<file path="config.mk">
export PLATFORM = sky130hd
export DESIGN_NAME = wdr_top
export DESIGN_NICKNAME = d
export VERILOG_FILES = /design/src/rtl/wdr_sync.v /design/src/rtl/wdr_top.v
export VERILOG_INCLUDE_DIRS = /design/src /design/src/rtl
export SDC_FILE = /design/constraint.sdc
export NUM_CORES = 1
export LEC_CHECK = 0
export ABC_AREA = 1
export BUFFER_PORTS_ARGS = -buffer_cell sky130_fd_sc_hd__clkbuf_2
export CORE_MARGIN = 4
export CORE_UTILIZATION = 60
export DETAILED_ROUTE_END_ITERATION = 10
export GPL_TIMING_DRIVEN = 0
export PLACE_DENSITY = 0.85
export SYNTH_ARGS = -nofsm -noshare
export SYNTH_HDL_FRONTEND = slang
export SYNTH_HIERARCHICAL = 1
export SYNTH_SLANG_ARGS = --single-unit
</file>
<file path="constraint.sdc">
create_clock -name clk_sys -period 4.7 [get_ports clk_sys]
set_clock_uncertainty 0.15 [all_clocks]
set_input_delay 0.235 -clock clk_sys [delete_from_list [all_inputs] [get_ports clk_sys]]
set_output_delay 0.235 -clock clk_sys [all_outputs]
set_load 0.03 [all_outputs]
</file>
<file path="src/rtl/wdr_map.vh">
// Purpose: register map, field layout, reset values and timing counts of the watchdog and reset block
// Assumes: 100 MHz system clock, APB with 32-bit data, one aligned word per register
// Notes: definitions only
//
// Overview of operation
// - counter runs on slow oscillator, 2^8..2^18 divide
// - period select picks one of eight overflow counts
// - key 10101 disables, 01010 enables watchdog
// - other key value: delayed reset, fault flag set
// - control powers up at 0x53, watchdog running
// - key fault flag cleared only by writing 0
// - overflow when running: full reset, expired flag set
// - overflow in sleep: flag, clear pc/sp only
// - count cleared by fault, kick, halt, pin
// - kick, halt, bad key, overflow and reset all clear the count
// - reset flag bits 7..4 read zero
// - power-on reset clears program counter to zero
// - power-on sets port data and control ones
// - pin low holds core; release adds delay
// - pin pulse while running restarts from zero
// - supply drop gives full reset like pin
// - sleep entry clears count, runs if enabled
// - halt sets power-down flag, clears expired flag
// - sleep overflow leaves both flags set
`ifndef WDR_MAP_VH
`define WDR_MAP_VH

// --------------------------------------------------------------
// register byte offsets
// --------------------------------------------------------------
`define WDR_OFS_WATCHDOG_CONTROL 12'h000
`define WDR_OFS_RESET_CAUSE_FLAGS 12'h004
`define WDR_OFS_STATUS 12'h008
`define WDR_OFS_COUNT 12'h00C

// --------------------------------------------------------------
// fields and reset values
// --------------------------------------------------------------
`define WDR_KEY_MSB 7
`define WDR_KEY_LSB 3
`define WDR_SEL_MSB 2
`define WDR_SEL_LSB 0
`define WDR_KEY_DISABLE 5'h15
`define WDR_KEY_ENABLE 5'h0A
`define WDR_CONTROL_RST 8'h53
`define WDR_FLAG_PIN_CFG 3
`define WDR_FLAG_SUPPLY_DROP 2
`define WDR_FLAG_SUPPLY_CFG 1
`define WDR_FLAG_KEY_FAULT 0
`define WDR_FLAGS_RST 4'h0
`define WDR_STAT_EXPIRED 0
`define WDR_STAT_POWER_DOWN 1
`define WDR_STAT_CORE_HELD 2
`define WDR_STAT_FAULT_PENDING 3

// --------------------------------------------------------------
// overflow limits (count value minus one) per period select
// --------------------------------------------------------------
`define WDR_LIM_SEL0 18'h000FF
`define WDR_LIM_SEL1 18'h003FF
`define WDR_LIM_SEL2 18'h00FFF
`define WDR_LIM_SEL3 18'h03FFF
`define WDR_LIM_SEL4 18'h07FFF
`define WDR_LIM_SEL5 18'h0FFFF
`define WDR_LIM_SEL6 18'h1FFFF
`define WDR_LIM_SEL7 18'h3FFFF

// --------------------------------------------------------------
// timing
// --------------------------------------------------------------
`define WDR_CLK_PERIOD_NS 10
`define WDR_SOFTWARE_FAULT_DELAY_NS 1000
`define WDR_PIN_RELEASE_DELAY_NS 16000
`define WDR_SOFTWARE_FAULT_DELAY_CYC ((`WDR_SOFTWARE_FAULT_DELAY_NS + `WDR_CLK_PERIOD_NS - 1) / `WDR_CLK_PERIOD_NS)
`define WDR_PIN_RELEASE_DELAY_CYC ((`WDR_PIN_RELEASE_DELAY_NS + `WDR_CLK_PERIOD_NS - 1) / `WDR_CLK_PERIOD_NS)

`endif

</file>
<file path="src/rtl/wdr_sync.v">
// Purpose: two-stage synchroniser for levels arriving from outside the clock domain
// Assumes: each bit is an independent slow level
// Notes: first stage feeds only the second stage
`timescale 1ns/1ps

module wdr_sync #(
   parameter WIDTH = 1,
   parameter [WIDTH-1:0] INIT = {WIDTH{1'b0}}
) (
   input wire clk_sys,
   input wire rstn,
   input wire [WIDTH-1:0] async_in,
   output wire [WIDTH-1:0] sync_out
);

   reg [WIDTH-1:0] meta_reg;
   reg [WIDTH-1:0] sync_reg;

   // --------------------------------------------------------------
   // two flip-flops, reset to a constant
   // --------------------------------------------------------------
   always @(posedge clk_sys) begin
      if (!rstn) begin
         meta_reg <= INIT;
         sync_reg <= INIT;
      end else begin
         meta_reg <= async_in;
         sync_reg <= meta_reg;
      end
   end

   assign sync_out = sync_reg;

endmodule // wdr_sync

</file>
<file path="src/rtl/wdr_top.v">
// Purpose: watchdog timer, keyed control and device reset sequencing behind an APB slave
// Assumes: rstn is the power-on reset; kick and halt are one-cycle pulses from the core
// Notes: slow oscillator, reset pin and supply detector are sampled through synchronisers
//
// The implementer's own choices: the register addresses and the APB register port.
`timescale 1ns/1ps
`include "wdr_map.vh"

module wdr_top (
   input wire clk_sys,
   input wire rstn,
   input wire psel,
   input wire penable,
   input wire pwrite,
   input wire [11:0] paddr,
   input wire [31:0] pwdata,
   output reg [31:0] prdata,
   output reg pready,
   output reg pslverr,
   input wire slow_internal_oscillator,
   input wire external_clear_pin_n,
   input wire pin_function_select,
   input wire supply_drop_detector,
   input wire watchdog_kick_instruction,
   input wire halt_instruction,
   input wire low_power_mode,
   output reg core_reset,
   output reg pc_sp_clear,
   output reg io_ports_init
);

   // --------------------------------------------------------------
   // reset sequencer states
   // --------------------------------------------------------------
   localparam [2:0] ST_RUN = 3'b001;
   localparam [2:0] ST_HOLD = 3'b010;
   localparam [2:0] ST_DELAY = 3'b100;

   // header counts are integer expressions; cut to the counter width on purpose
   localparam integer PIN_DELAY_INT = `WDR_PIN_RELEASE_DELAY_CYC;
   localparam integer SOFT_DELAY_INT = `WDR_SOFTWARE_FAULT_DELAY_CYC;
   localparam [15:0] PIN_DELAY_CYC = PIN_DELAY_INT[15:0];
   localparam [15:0] SOFT_DELAY_CYC = SOFT_DELAY_INT[15:0];

   wire slow_sync;
   wire pin_sync_n;
   wire drop_sync;

   reg slow_prev_reg;
   reg [7:0] control_reg;
   reg [3:0] flags_reg;
   reg expired_reg;
   reg power_down_reg;
   reg [17:0] count_reg;
   reg [17:0] count_next;
   reg [2:0] state_reg;
   reg [2:0] state_next;
   reg [15:0] delay_reg;
   reg [15:0] delay_next;
   reg fault_pending_reg;
   reg [15:0] fault_cnt_reg;
   reg por_seen_reg;
   reg [17:0] limit;
   reg [31:0] rdata_next;
   reg rd_hit;

   wire tick;
   wire [4:0] key;
   wire wdt_enabled;
   wire access_done;
   wire wr_control;
   wire wr_flags;
   wire key_invalid_wr;
   wire fault_expire;
   wire overflow;
   wire ovf_full;
   wire ovf_warm;
   wire pin_low;
   wire hold_src;
   wire pulse_src;
   wire running;

   // --------------------------------------------------------------
   // synchronisers for external levels
   // --------------------------------------------------------------
   wdr_sync #(.WIDTH(3), .INIT(3'b010)) u_sync (
      .clk_sys(clk_sys),
      .rstn(rstn),
      .async_in({slow_internal_oscillator, external_clear_pin_n, supply_drop_detector}),
      .sync_out({slow_sync, pin_sync_n, drop_sync})
   );

   // --------------------------------------------------------------
   // decode of control and events
   // --------------------------------------------------------------
   assign tick = slow_sync & ~slow_prev_reg; // one pulse per slow clock period
   assign key = control_reg[`WDR_KEY_MSB:`WDR_KEY_LSB];
   assign wdt_enabled = (key == `WDR_KEY_ENABLE); // 10101 and bad keys stop counting
   assign running = (state_reg == ST_RUN);
   assign access_done = psel & penable & pready;
   assign wr_control = access_done & pwrite & (paddr == `WDR_OFS_WATCHDOG_CONTROL);
   assign wr_flags = access_done & pwrite & (paddr == `WDR_OFS_RESET_CAUSE_FLAGS);
   // every control write is checked for a legal key
   assign key_invalid_wr = wr_control & (pwdata[`WDR_KEY_MSB:`WDR_KEY_LSB] != `WDR_KEY_ENABLE) &
                           (pwdata[`WDR_KEY_MSB:`WDR_KEY_LSB] != `WDR_KEY_DISABLE);
   assign fault_expire = fault_pending_reg & (fault_cnt_reg == 16'h0001);
   assign overflow = running & wdt_enabled & tick & (count_reg == limit);
   assign ovf_full = overflow & ~low_power_mode;
   assign ovf_warm = overflow & low_power_mode;
   // the pin only acts when its reset function is selected
   assign pin_low = pin_function_select & ~pin_sync_n;
   assign hold_src = pin_low | drop_sync;
   assign pulse_src = ovf_full | fault_expire;

   // overflow count per period select
   always @* begin
      case (control_reg[`WDR_SEL_MSB:`WDR_SEL_LSB])
         3'h0: limit = `WDR_LIM_SEL0;
         3'h1: limit = `WDR_LIM_SEL1;
         3'h2: limit = `WDR_LIM_SEL2;
         3'h3: limit = `WDR_LIM_SEL3;
         3'h4: limit = `WDR_LIM_SEL4;
         3'h5: limit = `WDR_LIM_SEL5;
         3'h6: limit = `WDR_LIM_SEL6;
         default: limit = `WDR_LIM_SEL7;
      endcase
   end

   // --------------------------------------------------------------
   // watchdog counter
   // --------------------------------------------------------------
   // clears take priority over counting so a kick never loses to a tick
   always @* begin
      count_next = count_reg;
      if (!running || key_invalid_wr || watchdog_kick_instruction || halt_instruction || overflow) begin
         count_next = 18'h00000;
      end else if (wdt_enabled && tick) begin
         count_next = count_reg + 18'h00001;
      end
   end

   always @(posedge clk_sys) begin
      if (!rstn) begin
         slow_prev_reg <= 1'b0;
         count_reg <= 18'h00000;
      end else begin
         slow_prev_reg <= slow_sync;
         count_reg <= count_next;
      end
   end

   // --------------------------------------------------------------
   // software fault delay after a bad key
   // --------------------------------------------------------------
   // a second bad write while pending does not restart the delay
   always @(posedge clk_sys) begin
      if (!rstn) begin
         fault_pending_reg <= 1'b0;
         fault_cnt_reg <= 16'h0000;
      end else if (fault_expire || !running) begin
         fault_pending_reg <= 1'b0;
         fault_cnt_reg <= 16'h0000;
      end else if (key_invalid_wr && !fault_pending_reg) begin
         fault_pending_reg <= 1'b1;
         fault_cnt_reg <= SOFT_DELAY_CYC;
      end else if (fault_pending_reg) begin
         fault_cnt_reg <= fault_cnt_reg - 16'h0001;
      end
   end

   // --------------------------------------------------------------
   // reset sequencer
   // --------------------------------------------------------------
   // level sources hold the core; every source ends in the release delay
   always @* begin
      state_next = state_reg;
      delay_next = delay_reg;
      case (state_reg)
         ST_RUN: begin
            if (hold_src) begin
               state_next = ST_HOLD;
            end else if (pulse_src) begin
               state_next = ST_DELAY;
               delay_next = PIN_DELAY_CYC;
            end
         end
         ST_HOLD: begin
            if (!hold_src) begin
               state_next = ST_DELAY;
               delay_next = PIN_DELAY_CYC;
            end
         end
         ST_DELAY: begin
            if (hold_src) begin
               state_next = ST_HOLD;
            end else if (delay_reg <= 16'h0001) begin
               state_next = ST_RUN;
               delay_next = 16'h0000;
            end else begin
               delay_next = delay_reg - 16'h0001;
            end
         end
         default: begin
            state_next = ST_DELAY;
            delay_next = PIN_DELAY_CYC;
         end
      endcase
   end

   always @(posedge clk_sys) begin
      if (!rstn) begin
         state_reg <= ST_DELAY;
         delay_reg <= PIN_DELAY_CYC;
         por_seen_reg <= 1'b0;
         core_reset <= 1'b1;
         pc_sp_clear <= 1'b1;
         io_ports_init <= 1'b1;
      end else begin
         state_reg <= state_next;
         delay_reg <= delay_next;
         if (state_next == ST_RUN) begin
            por_seen_reg <= 1'b1;
         end
         core_reset <= (state_next != ST_RUN);
         // pc restarts from zero after every reset, warm or full
         pc_sp_clear <= (state_next != ST_RUN) | ovf_warm;
         io_ports_init <= ~por_seen_reg & (state_next != ST_RUN);
      end
   end

   // --------------------------------------------------------------
   // control register and flags
   // --------------------------------------------------------------
   // a full reset restores the control register; warm reset leaves it
   always @(posedge clk_sys) begin
      if (!rstn) begin
         control_reg <= `WDR_CONTROL_RST;
      end else if (pulse_src || hold_src) begin
         control_reg <= `WDR_CONTROL_RST;
      end else if (wr_control) begin
         control_reg <= pwdata[7:0];
      end
   end

   // hardware set wins over a software clear in the same cycle
   always @(posedge clk_sys) begin
      if (!rstn) begin
         flags_reg <= `WDR_FLAGS_RST;
      end else begin
         if (wr_flags) begin
            flags_reg <= flags_reg & pwdata[3:0]; // only a 0 clears
         end
         if (fault_expire) begin
            flags_reg[`WDR_FLAG_KEY_FAULT] <= 1'b1;
         end
         if (drop_sync) begin
            flags_reg[`WDR_FLAG_SUPPLY_DROP] <= 1'b1;
         end
         flags_reg[`WDR_FLAG_PIN_CFG] <= 1'b0;
         flags_reg[`WDR_FLAG_SUPPLY_CFG] <= 1'b0;
      end
   end

   // expired and power-down flags; overflow wins over halt clearing
   always @(posedge clk_sys) begin
      if (!rstn) begin
         expired_reg <= 1'b0;
         power_down_reg <= 1'b0;
      end else begin
         if (overflow) begin
            expired_reg <= 1'b1;
         end else if (halt_instruction) begin
            expired_reg <= 1'b0;
         end
         if (halt_instruction) begin
            power_down_reg <= 1'b1;
         end else if (watchdog_kick_instruction) begin
            power_down_reg <= 1'b0;
         end
      end
   end

   // --------------------------------------------------------------
   // APB slave: data captured in setup, one wait state
   // --------------------------------------------------------------
   always @* begin
      rdata_next = 32'h00000000;
      rd_hit = 1'b1;
      case (paddr)
         `WDR_OFS_WATCHDOG_CONTROL: rdata_next[7:0] = control_reg;
         `WDR_OFS_RESET_CAUSE_FLAGS: rdata_next[3:0] = flags_reg; // upper bits zero
         `WDR_OFS_STATUS: begin
            rdata_next[`WDR_STAT_EXPIRED] = expired_reg;
            rdata_next[`WDR_STAT_POWER_DOWN] = power_down_reg;
            rdata_next[`WDR_STAT_CORE_HELD] = ~running;
            rdata_next[`WDR_STAT_FAULT_PENDING] = fault_pending_reg;
         end
         `WDR_OFS_COUNT: rdata_next[17:0] = count_reg;
         default: rd_hit = 1'b0;
      endcase
   end

   always @(posedge clk_sys) begin
      if (!rstn) begin
         prdata <= 32'h00000000;
         pready <= 1'b0;
         pslverr <= 1'b0;
      end else begin
         if (psel && !penable) begin
            prdata <= pwrite ? 32'h00000000 : rdata_next;
            pslverr <= ~rd_hit;
         end
         pready <= psel & penable & ~pready;
      end
   end

endmodule // wdr_top

</file>
==> metrics.yaml, run 1 <==
sta:
  fin_crit_ns: 2.19
  maxSlewHeadroom: 0.620
  finalSetupViolations: 0
  final.setup.worst_slack_ns: 2.51
  whs_ns: 0.00562
  min_period_over_period: 0.465
  finalSetupTns_ns: 0
  fmax_ghz: 0.458
  final_max_slew_viol_count: 0
  worst_pin_slew_ns: 0.570
  rsz0062_at_grt: "false"
  hold_viol: 0
synthesis:
  syn_area_per_cell_sq_um: 7.02
  synthCells: 723
  synth-edff-count: 0
  yosysUniqueCellTypes: 44
  netlist_area_sq_um: 5080
  yosysTopAreaCellShare: 0.382
  synth-main-ff-cell: "dfxtp_1"
  yosysTopAreaCell: "dfxtp_1"
  ys_warn_count: 6
  ys_seq_elements: 97
  seq_area_frac_synth: 0.382
  synthTopCellsByArea: "dfxtp_1 (38%), nand2_1 (13%), inv_1 (6.4%), nor2_1 (5.6%), nand3_1 (4.3%)"
  async_reset_ff_frac: 0
cts:
  cts_tree: "built"
  clk_pin_slew_ns: 0.09
  cts_made_buffers: 9
  holdBufCountCts: 5
  htree_levels: 3
  clk_latency_ns: 0.35
  post-cts-setup-buffers: 0
  cts_resized: 0
  clkSinkCount: 97
  cts-root-buf: "clkbuf_8"
  clk_path_buf_depth: 2
placement:
  portBuffers: 54
  postPlaceCellArea_sq_um: 5530
  place_ws_ns: 2.55
  place.gp.congestion: 0.873
  dpl.hpwl_um: 9310
routing:
  vias: 4968
  routed_via_density: 5.43
  drc: 0
  firstDrtPassIters: 5
  ant_nets: 0
  drt_iter0_markers: 362
  wl_per_cell_um: 13.5
  drt-total-wl_um: 12300
pwr:
  ir_drop_mv: 0.177
  leakagePower_nw: 2.42
  p_per_area_nw_per_um2: 286
  finalPower_w: 0.00165
grt:
  grt_pass1_wl_um: 20600
  grtUsageTotal: 0.250
  grt-ovfl-total: 0
  antenna_found_initial: 0
  grt_max_degree: 15
  first_global_vias: 4658
floorplanning:
  die_h_um: 100
  pin_count: 93
  die_width_um: 100
  coreArea_sq_um: 8220
  die-area_sq_um: 10000
  rows: 33
  start_util: 0.618
setup_path:
  crit_required_ns: 4.76
  critPathKind: "flop to flop"
  start_kind: "flop"
  cp.arrival_ns: 2.25
  endpoint_kind: "flop"
  crit_path_max_fanout: 10
layout:
  seqCellArea_sq_um: 1940
  area_growth_pct: 13.7
  fin_area_sq_um: 5780
  layout-drive-gt1-share: 0.165
  multi_input_area_sq_um: 2610
  insertedDiodeCount: 0
  fin_nets: 867
  fillers: 720
worst_hold_path:
  min_path_type: "primary input to flop"
job:
  cap_violations: 0
run_status:
  status: "completed"
cells in the mapped netlist (3+ instances only):
library cell  instances
a21oi_1              41
a31oi_1               8
a21oi_2               5
o211ai_1              6
clkbuf_1              8
nor2_2               17
xor2_1               24
buf_2                 6
nand2_1             174
nor2_1               76
buf_4                16
nor3_1               23
nand3_1              44
o21ai_0              16
inv_1                86
or2_2                 5
dfxtp_1              97
xnor2_1               4
nor4_1                4
nand2_4               3
ha_1                  5
nand4_1              22
o22ai_1               4
routing by layer:
metal  track usage  up-vias  share of wire
met1         0.329     2299           0.44
met3        0.0313       19          0.064
met2         0.432      186           0.48
met5             0        -              0
li1              -     2464              -
met4        0.0715        0          0.015
cells in the final DEF, fill, tap and decap left out, types with 2 or more instances in the layout:
cell | Yosys | layout
a21oi_1 | 41 | 41
a21oi_2 | 5 | 5
a31oi_1 | 8 | 8
buf_2 | 6 | 6
buf_4 | 16 | 16
buf_6 | 2 | 2
clkbuf_1 | 8 | 10
clkbuf_2 | 0 | 54
clkbuf_8 | 0 | 11
clkinv_1 | 2 | 2
conb_1 | 1 | 14
dfxtp_1 | 97 | 97
dlygate4sd3_1 | 0 | 5
ha_1 | 5 | 5
inv_1 | 86 | 86
nand2_1 | 174 | 174
nand2_2 | 2 | 2
nand2_4 | 3 | 3
nand3_1 | 44 | 44
nand3_2 | 2 | 2
nand4_1 | 22 | 22
nor2_1 | 76 | 76
nor2_2 | 17 | 17
nor3_1 | 23 | 23
nor3_2 | 2 | 2
nor3b_1 | 2 | 2
nor4_1 | 4 | 4
o211ai_1 | 6 | 6
o21ai_0 | 16 | 16
o221ai_1 | 2 | 2
o22ai_1 | 4 | 4
o31ai_1 | 2 | 2
or2_2 | 5 | 5
xnor2_1 | 4 | 4
xor2_1 | 24 | 24
path summary, 6_finish.rpt:
path / from / end / slack, ns / depth (start not counted)
max reg2reg: control_reg[2]$_SDFFE_PP0P_ / delay_reg[6]$_SDFFE_PN1P_ / 2.51 / 11
min: pwdata[5] / control_reg[5]$_SDFFE_PP0P_ / 0.006 / 3
min reg2reg: u_sync/sync_out[2]$_SDFF_PN0_ / slow_prev_reg$_SDFF_PN0_ / 0.28 / 2
max: control_reg[2]$_SDFFE_PP0P_ / delay_reg[6]$_SDFFE_PN1P_ / 2.51 / 11
report_power, final:
group | total (W) | internal (W) | switching, W
registers | 0.000872 | 0.000847 | 0.0000252
clock network | 0.000548 | 0.000273 | 0.000275
logic | 0.000234 | 0.0000948 | 0.000139
critical path, stage by stage (launching register included):
cell	delay, ns
dfxtp_1	0.31
buf_2	0.20
inv_2	0.13
o21ai_0	0.26
nand3_1	0.10
nor2_1	0.12
nand3_1	0.15
nand3_2	0.20
nand2_4	0.13
buf_6	0.17
nand2_1	0.06
nand3_1	0.07
area by class of cell:
class,instances,area share
Buffer,34,0.0412
Clock inverter,2,0.00650
Inverter,89,0.0578
Multi-Input combinational cell,516,0.453
Timing Repair Buffer,59,0.0555
Sequential cell,97,0.336
Tap cell,105,0.0227
Clock buffer,13,0.0275
per-stage QoR:
step	instances	utilization
after floorplan	736	-
after global placement	895	0.673
after detailed placement	895	0.673
after CTS	915	0.703
after global routing	915	0.703
final	915	0.703
kinds of logic after synthesis:
family / after synthesis / share of synthesized area
simple gates: 382 / 0.344
xor+xnor: 28 / 0.0483
buf+inv: 123 / 0.113
flops: 97 / 0.382
compound gates: 87 / 0.100
fa+ha+maj: 5 / 0.0123
other cells: 1 / 0.000738
Note: power is estimated with default switching activity, not from simulation.
==> inputs of run 2 (changes only) <==
Settings changed: ABC_AREA 1 to 0, CORE_UTILIZATION 60 to 55, PLACE_DENSITY 0.85 to 0.8.
Clock period 4.7 ns to 2.2 ns, I/O delays scaled along.
==> run 2 against run 1 <==
Net effect: via count is 8.7% lower; largest power group unchanged; sequential share of layout area is 0.98 points lower; power is 110% higher; the run now ends with setup timing left; global-route usage is 0.36 points lower; clock-buffer cell count is 2 lower.
==> metrics.yaml, run 2 <==
layout:
  fin_nets: 723  # was 867
  final_common_cell: "dfxtp_1"  # was nand2_1
  final_cell_mix: "dfxtp_1 (87), nor2_1 (74), clkbuf_2 (53), nand2_1 (32), buf_4 (28)"  # was nand2_1 (174), dfxtp_1 (97), inv_1 (86), nor2_1 (76), clkbuf_2 (54)
  area_growth_pct: 27.8  # was 13.7%
  fin_area_sq_um: 6000  # was 5780 sq um
  fillers: 602  # was 720
  layout-drive-gt1-share: 0.273  # was 0.165
  insertedDiodeCount: 0  # unchanged
  final_util: 0.727  # was 0.703
placement:
  postPlaceCellArea_sq_um: 5240  # was 5530 sq um
  portBuffers: 52  # was 54
  place_ws_ns: -0.627  # was 2.55 ns
  dpl.hpwl_um: 8270  # was 9310 um
  place.gp.congestion: 0.883  # was 0.873
worst_hold_path:
  min_path_type: "primary input to flop"  # unchanged
  hold_start: "low_power_mode"  # was pwdata[5]
synthesis:
  synthMostInstantiatedCell: "dfxtp_1"  # was nand2_1
  synthCells: 550  # was 723
  syn_area_per_cell_sq_um: 8.54  # was 7.02 sq um
  synth-main-ff-cell: "dfxtp_1"  # unchanged
  yosysTopAreaCell: "dfxtp_1"  # unchanged
  synthTopCellsByArea: "dfxtp_1 (41%), nor2_1 (6.9%), xnor2_1 (4.8%), nand2_1 (2.7%), a22oi_1 (2.6%)"  # was dfxtp_1 (38%), nand2_1 (13%), inv_1 (6.4%), nor2_1 (5.6%), nand3_1 (4.3%)
  yosysUniqueCellTypes: 66  # was 44
  synth-edff-count: 0  # unchanged
  netlist_area_sq_um: 4700  # was 5080 sq um
  ys_seq_elements: 97  # unchanged
  synthTopCellsByCount: "dfxtp_1 (97), nor2_1 (86), nand2_1 (34), xnor2_1 (26)"  # was nand2_1 (174), dfxtp_1 (97), inv_1 (86), nor2_1 (76), nand3_1 (44)
  ys_warn_count: 6  # unchanged
  seq_area_frac_synth: 0.413  # was 0.382
  async_reset_ff_frac: 0  # unchanged
  yosysTopAreaCellShare: 0.413  # was 0.382
sta:
  final.setup.worst_slack_ns: -0.508  # was 2.51 ns
  min_period_over_period: 1.23  # was 0.465
  whs_ns: 0.0272  # was 0.00562 ns
  hold_viol: 0  # unchanged
  worst_pin_slew_ns: 0.806  # was 0.570 ns
  rsz0062_at_grt: "true"  # was false
  final_max_slew_viol_count: 0  # unchanged
  maxSlewHeadroom: 0.463  # was 0.620
  fmax_ghz: 0.369  # was 0.458 GHz
  fin_crit_ns: 2.71  # was 2.19 ns
  finalSetupViolations: 64  # was 0
cts:
  cts_made_buffers: 9  # unchanged
  clk_latency_ns: 0.37  # was 0.35 ns
  clkSinkCount: 97  # unchanged
  cts_tree: "built"  # unchanged
  clk_path_buf_depth: 2  # unchanged
  cts-root-buf: "clkbuf_8"  # unchanged
  clk_pin_slew_ns: 0.09  # about the same
  htree_levels: 3  # unchanged
floorplanning:
  die_width_um: 100  # about the same
  rows: 33  # unchanged
  pin_count: 93  # unchanged
  die-area_sq_um: 10100  # was 10000 sq um
  start_util: 0.569  # was 0.618
  coreArea_sq_um: 8260  # was 8220 sq um
  die_h_um: 100  # about the same
routing:
  drt-total-wl_um: 12300  # about the same
  wl_per_cell_um: 15.9  # was 13.5 um
  drt_iter0_markers: 318  # was 362
  firstDrtPassIters: 6  # was 5
  routed_via_density: 5.87  # was 5.43
  vias: 4535  # was 4968
  drc: 0  # unchanged
  ant_nets: 0  # unchanged
pwr:
  finalPower_w: 0.00347  # was 0.00165 W
  ir_drop_mv: 0.338  # was 0.177 mV
  p_per_area_nw_per_um2: 578  # was 286 nW/um^2
  leakagePower_nw: 2.23  # was 2.42 nW
setup_path:
  slowest_stage: "or4_4"  # was dfxtp_1
  critPathBufInv: 0  # was 3
  crit_path_cell_trace: "or4_4, a2111oi_4, o22ai_2, or4_4, a21o_1, a221o_1"  # was buf_2, inv_2, o21ai_0, nand3_1, nor2_1, nand3_1, nand3_2, nand2_4, buf_6, nand2_1, nand3_1
  endpoint_kind: "flop"  # unchanged
  cp_top_family: "simple AND/OR/NAND/NOR gates"  # unchanged
  crit_path_max_fanout: 5  # was 10
  critPathKind: "flop to flop"  # unchanged
  r2r-start: "control_reg[0]$_SDFFE_PP1P_"  # was control_reg[2]$_SDFFE_PP0P_
  crit_required_ns: 2.31  # was 4.76 ns
  cp.arrival_ns: 2.81  # was 2.25 ns
  cp-startpoint: "control_reg[0]$_SDFFE_PP1P_"  # was control_reg[2]$_SDFFE_PP0P_
  start_kind: "flop"  # unchanged
  cp_common_cell: "or4_4"  # was nand3_1
  slowest_delay_ns: 0.55  # was 0.31 ns
grt:
  grt_max_degree: 17  # was 15
  antenna_found_initial: 0  # unchanged
  grtUsageTotal: 0.246  # was 0.250
  grt_pass1_wl_um: 20100  # was 20600 um
  grt-ovfl-total: 0  # unchanged
  first_global_vias: 4276  # was 4658
job:
  cap_violations: 0  # unchanged
run_status:
  violations: "setup timing"
  status: "finished, violations left"  # was completed
## run 2: cell count changes after synthesis, moves of 11 or more
cell     delta
nor2_2     -17
a22oi_1    +16
nand3_1    -21
a21oi_1    -19
nand2_1   -140
inv_1      -72
nand4_1    -19
xnor2_1    +22
or4_1      +11
xor2_1     -17
## run 2: through the flow
step / instances / setup TNS [ns]
after floorplan: 563 / -6.31
after global placement: 720 / -16.04
after detailed placement: 720 / -18.79
after CTS: 769 / -14.51
after global routing: 772 / -24.82
final: 772 / -20.32
## run 2: path summary, 6_finish.rpt
path / end / slack [ns] / cells after the start
worst max register to register: delay_reg[6]$_SDFFE_PN1P_ / -0.51 / 6
worst min-delay path: pc_sp_clear$_SDFF_PN1_ / 0.03 / 3
worst min register to register: u_sync/sync_out[1]$_SDFF_PN1_ / 0.27 / 1
worst max-delay path: delay_reg[6]$_SDFFE_PN1P_ / -0.51 / 6
## run 2: cell families after synthesis
group	count (synthesis)	share of synthesized area
AO/OA/AOI/OAI	108	0.163
XOR/XNOR	33	0.0615
adder cells (fa/ha/maj)	5	0.0133
buffers and inverters	54	0.0620
flip-flops	97	0.413
multiplexers	9	0.0258
other	1	0.000798
AND/OR/NAND/NOR	243	0.260
## run 2: layout make-up
class | instances | area, sq um | area share
Inverter | 15 | 56.3 | 0.00938
Multi-Input combinational cell | 412 | 2780 | 0.463
Buffer | 36 | 236 | 0.0394
Sequential cell | 97 | 1960 | 0.326
Timing Repair Buffer | 91 | 634 | 0.106
Tap cell | 105 | 131 | 0.0219
Clock inverter | 5 | 62.6 | 0.0104
Clock buffer | 11 | 141 | 0.0236
## run 2: metal layers
layer	global-route usage	up-vias	part of all wire	wire length, um
li1	-	2170	-	-
met1	0.326	2129	0.42	5210
met2	0.399	211	0.48	5920
met3	0.0403	25	0.075	917
met4	0.103	0	0.020	247
met5	0	-	0	0
## run 2: worst reg2reg max path, cell delays in order, from the launching register on
cell and delay (ns):
dfxtp_4 0.36, or4_4 0.54, a2111oi_4 0.36, o22ai_2 0.15
or4_4 0.55, a21o_1 0.20, a221o_1 0.28
## run 2: what timing repair did
item / in CTS / in global routing
pin swaps: 24 / 14
hold buffers: 20 / 0
setup buffers: 13 / 5
gates cloned: 1 / 0
hold endpoints to repair: 21 / 0
setup endpoints to repair: 61 / 71
resized for setup: 36 / 29
## run 2: power by group
group	leakage [nW]	internal [W]	total [W]	switching (W)
Combinational	1.34	0.000178	0.000443	0.000265
Clock	0.0962	0.000563	0.00119	0.000624
Sequential	0.790	0.00180	0.00184	0.0000465
Total	2.23	0.00254	0.00347	0.000935
==> inputs of run 3 (changes only) <==
Settings changed: CORE_MARGIN 4 to 8.
==> run 3 against run 2 <==
Net effect: the run still ends with setup timing left; clock-buffer cell count unchanged; clock power increased by 10%; setup slack improved by 0.029 ns; combinational power increased by 5.2%; cell area increased by 3.0%; utilization increased by 2.2 points; global-route usage decreased by 2.1 points; critical path type unchanged; register-to-register slack improved by 0.03 ns; die area increased by 17%.
==> metrics.yaml, run 3 (synthesis results as in run 2) <==
cts:
  clk_path_buf_depth: 2  # unchanged
  cts-root-buf: "clkbuf_8"  # unchanged
  clk_latency_ns: 0.37  # about the same
  cts_made_buffers: 9  # unchanged
  clkSinkCount: 97  # unchanged
  clk_pin_slew_ns: 0.09  # about the same
  cts_tree: "built"  # unchanged
  htree_levels: 3  # unchanged
grt:
  grt-ovfl-total: 0  # unchanged
  grtUsageTotal: 0.225  # was 0.246
  grt_pass1_wl_um: 21400  # was 20100 um
  antenna_found_initial: 0  # unchanged
  first_global_vias: 4550  # was 4276
  grt_max_degree: 16  # was 17
setup_path:
  cp-startpoint: "control_reg[2]$_SDFFE_PP0P_"  # was control_reg[0]$_SDFFE_PP1P_
  critPathKind: "flop to flop"  # unchanged
  rrSetupSlack_ns: -0.48  # was -0.51 ns
  endpoint_kind: "flop"  # unchanged
  crit_end: "delay_reg[6]$_SDFFE_PN1P_"  # unchanged
  start_kind: "flop"  # unchanged
  r2r_cells: 7  # was 6
  cp_top_family: "simple AND/OR/NAND/NOR gates"  # unchanged
  crit_path_cell_trace: "buf_6, or4_1, a21oi_2, o311ai_4, or4_4, a21o_1, a221o_1"  # was or4_4, a2111oi_4, o22ai_2, or4_4, a21o_1, a221o_1
  critPathBufInv: 1  # was 0
  slowest_stage: "or4_1"  # was or4_4
  slowest_delay_ns: 0.55  # about the same
  crit_cells: 7  # was 6
  crit_required_ns: 2.31  # about the same
  crit_path_max_fanout: 10  # was 5
  cp.arrival_ns: 2.79  # was 2.81 ns
  rr_endpoint: "delay_reg[6]$_SDFFE_PN1P_"  # unchanged
  r2r-start: "control_reg[2]$_SDFFE_PP0P_"  # was control_reg[0]$_SDFFE_PP1P_
pwr:
  finalPower_w: 0.00362  # was 0.00347 W
  ir_drop_mv: 0.392  # was 0.338 mV
  leakagePower_nw: 2.34  # was 2.23 nW
  p_per_area_nw_per_um2: 585  # was 578 nW/um^2
layout:
  fin_nets: 733  # was 723
  area_growth_pct: 31.6  # was 27.8%
  fillers: 604  # was 602
  final_common_cell: "dfxtp_1"  # unchanged
  layout-drive-gt1-share: 0.302  # was 0.273
  insertedDiodeCount: 0  # unchanged
  fin_cells: 781  # was 772
  final_cell_mix: "dfxtp_1 (86), nor2_1 (63), clkbuf_2 (53), nand2_1 (33), buf_4 (32)"  # was dfxtp_1 (87), nor2_1 (74), clkbuf_2 (53), nand2_1 (32), buf_4 (28)
routing:
  drt_iter0_markers: 318  # unchanged
  firstDrtPassIters: 7  # was 6
  ant_nets: 0  # unchanged
  routed_via_density: 6.00  # was 5.87
  wl_per_cell_um: 17.6  # was 15.9 um
  drt-total-wl_um: 13700  # was 12300 um
  drc: 0  # unchanged
  vias: 4684  # was 4535
floorplanning:
  die-area_sq_um: 11800  # was 10100 sq um
  die_width_um: 108  # was 100 um
  die_h_um: 108  # was 100 um
  pin_count: 93  # unchanged
  coreArea_sq_um: 8260  # unchanged
  start_util: 0.569  # unchanged
  rows: 33  # unchanged
sta:
  fmax_ghz: 0.373  # was 0.369 GHz
  hold_viol: 0  # unchanged
  final_max_slew_viol_count: 0  # unchanged
  final.setup.worst_slack_ns: -0.479  # was -0.508 ns
  fin_crit_ns: 2.68  # was 2.71 ns
  maxSlewHeadroom: 0.501  # was 0.463
  min_period_over_period: 1.22  # was 1.23
  finalSetupViolations: 62  # was 64
  worst_pin_slew_ns: 0.748  # was 0.806 ns
  rsz0062_at_grt: "true"  # unchanged
job:
  cap_violations: 0  # unchanged
placement:
  dpl.cell_count: 720  # unchanged
  place.gp.congestion: 0.941  # was 0.883
  portBuffers: 52  # unchanged
  dpl.hpwl_um: 8800  # was 8270 um
worst_hold_path:
  min_path_type: "primary input to flop"  # unchanged
run_status:
  violations: "setup timing"  # unchanged
  status: "finished, violations left"  # unchanged
## run 3: area by class of cell
| class | count | area [sq um] | area share |
|---|---|---|---|
| plain buffers | 36 | 234 | 0.0378 |
| clock buffers | 11 | 141 | 0.0229 |
| clock inverters | 4 | 76.3 | 0.0123 |
| inverters | 15 | 56.3 | 0.00911 |
| multi-input cells | 412 | 2850 | 0.461 |
| flip-flops and latches | 97 | 1960 | 0.317 |
| well taps | 105 | 131 | 0.0212 |
| repair buffers | 101 | 734 | 0.119 |
## run 3: worst min-delay path by stage
stage,from,end,slack (ns),depth (start not counted)
after detailed placement,external_clear_pin_n,u_sync/meta_reg[1]$_SDFF_PN1_,0.16,2
final,pwrite,prdata[0]$_SDFFE_PN0P_,0.003,4
after global routing,pwrite,prdata[0]$_SDFFE_PN0P_,0.05,4
after floorplan,rstn,u_sync/sync_out[1]$_SDFF_PN1_,0.03,1
after global placement,external_clear_pin_n,u_sync/meta_reg[1]$_SDFF_PN1_,0.15,2
after CTS,pwrite,prdata[2]$_SDFFE_PN0P_,0.01,4
## run 3: timing repair
item | 4_1_cts | 5_1_grt
pin swaps | 50 | 11
gates resized for setup | 49 | 41
setup buffers | 21 | 6
endpoints found under the hold margin | 22 | 0
gates cloned | 2 | 0
setup endpoints to repair | 61 | 77
hold buffers | 21 | 0
## run 3: worst register-to-register path: stages (launching register included)
cell      delay (ns)
dfxtp_1         0.32
buf_6           0.14
or4_1           0.56
a21oi_2         0.22
o311ai_4        0.18
or4_4           0.52
a21o_1          0.20
a221o_1         0.29
## run 3: metal layers
layer / part of all wire / vias up / GRT usage
met1: 0.40 / 2235 / 0.268
met3: 0.087 / 40 / 0.0470
met2: 0.49 / 220 / 0.381
met5: 0 / - / 0
li1: - / 2189 / -
met4: 0.023 / 0 / 0.103
## run 3: per-stage QoR
stage | TNS [ns] | worst slack (ns) | hold slack, ns | cell area (sq um) | util
after detailed placement | -18.42 | -0.612 | 0.161 | 5240 | 0.634
after global placement | -15.84 | -0.601 | 0.149 | 5240 | 0.634
final | -15.37 | -0.479 | 0.00274 | 6180 | 0.749
after CTS | -15.19 | -0.501 | 0.0121 | 6020 | 0.728
after floorplan | -6.31 | -0.487 | 0.0330 | 4850 | -
after global routing | -18.80 | -0.546 | 0.0487 | 6180 | 0.749
## run 3: report_power, final
group          internal [W]  total, W  switching (W)
clock              0.000671   0.00131       0.000635
sequential          0.00180   0.00185      0.0000485
combinational      0.000183  0.000466       0.000283
total               0.00265   0.00362       0.000966
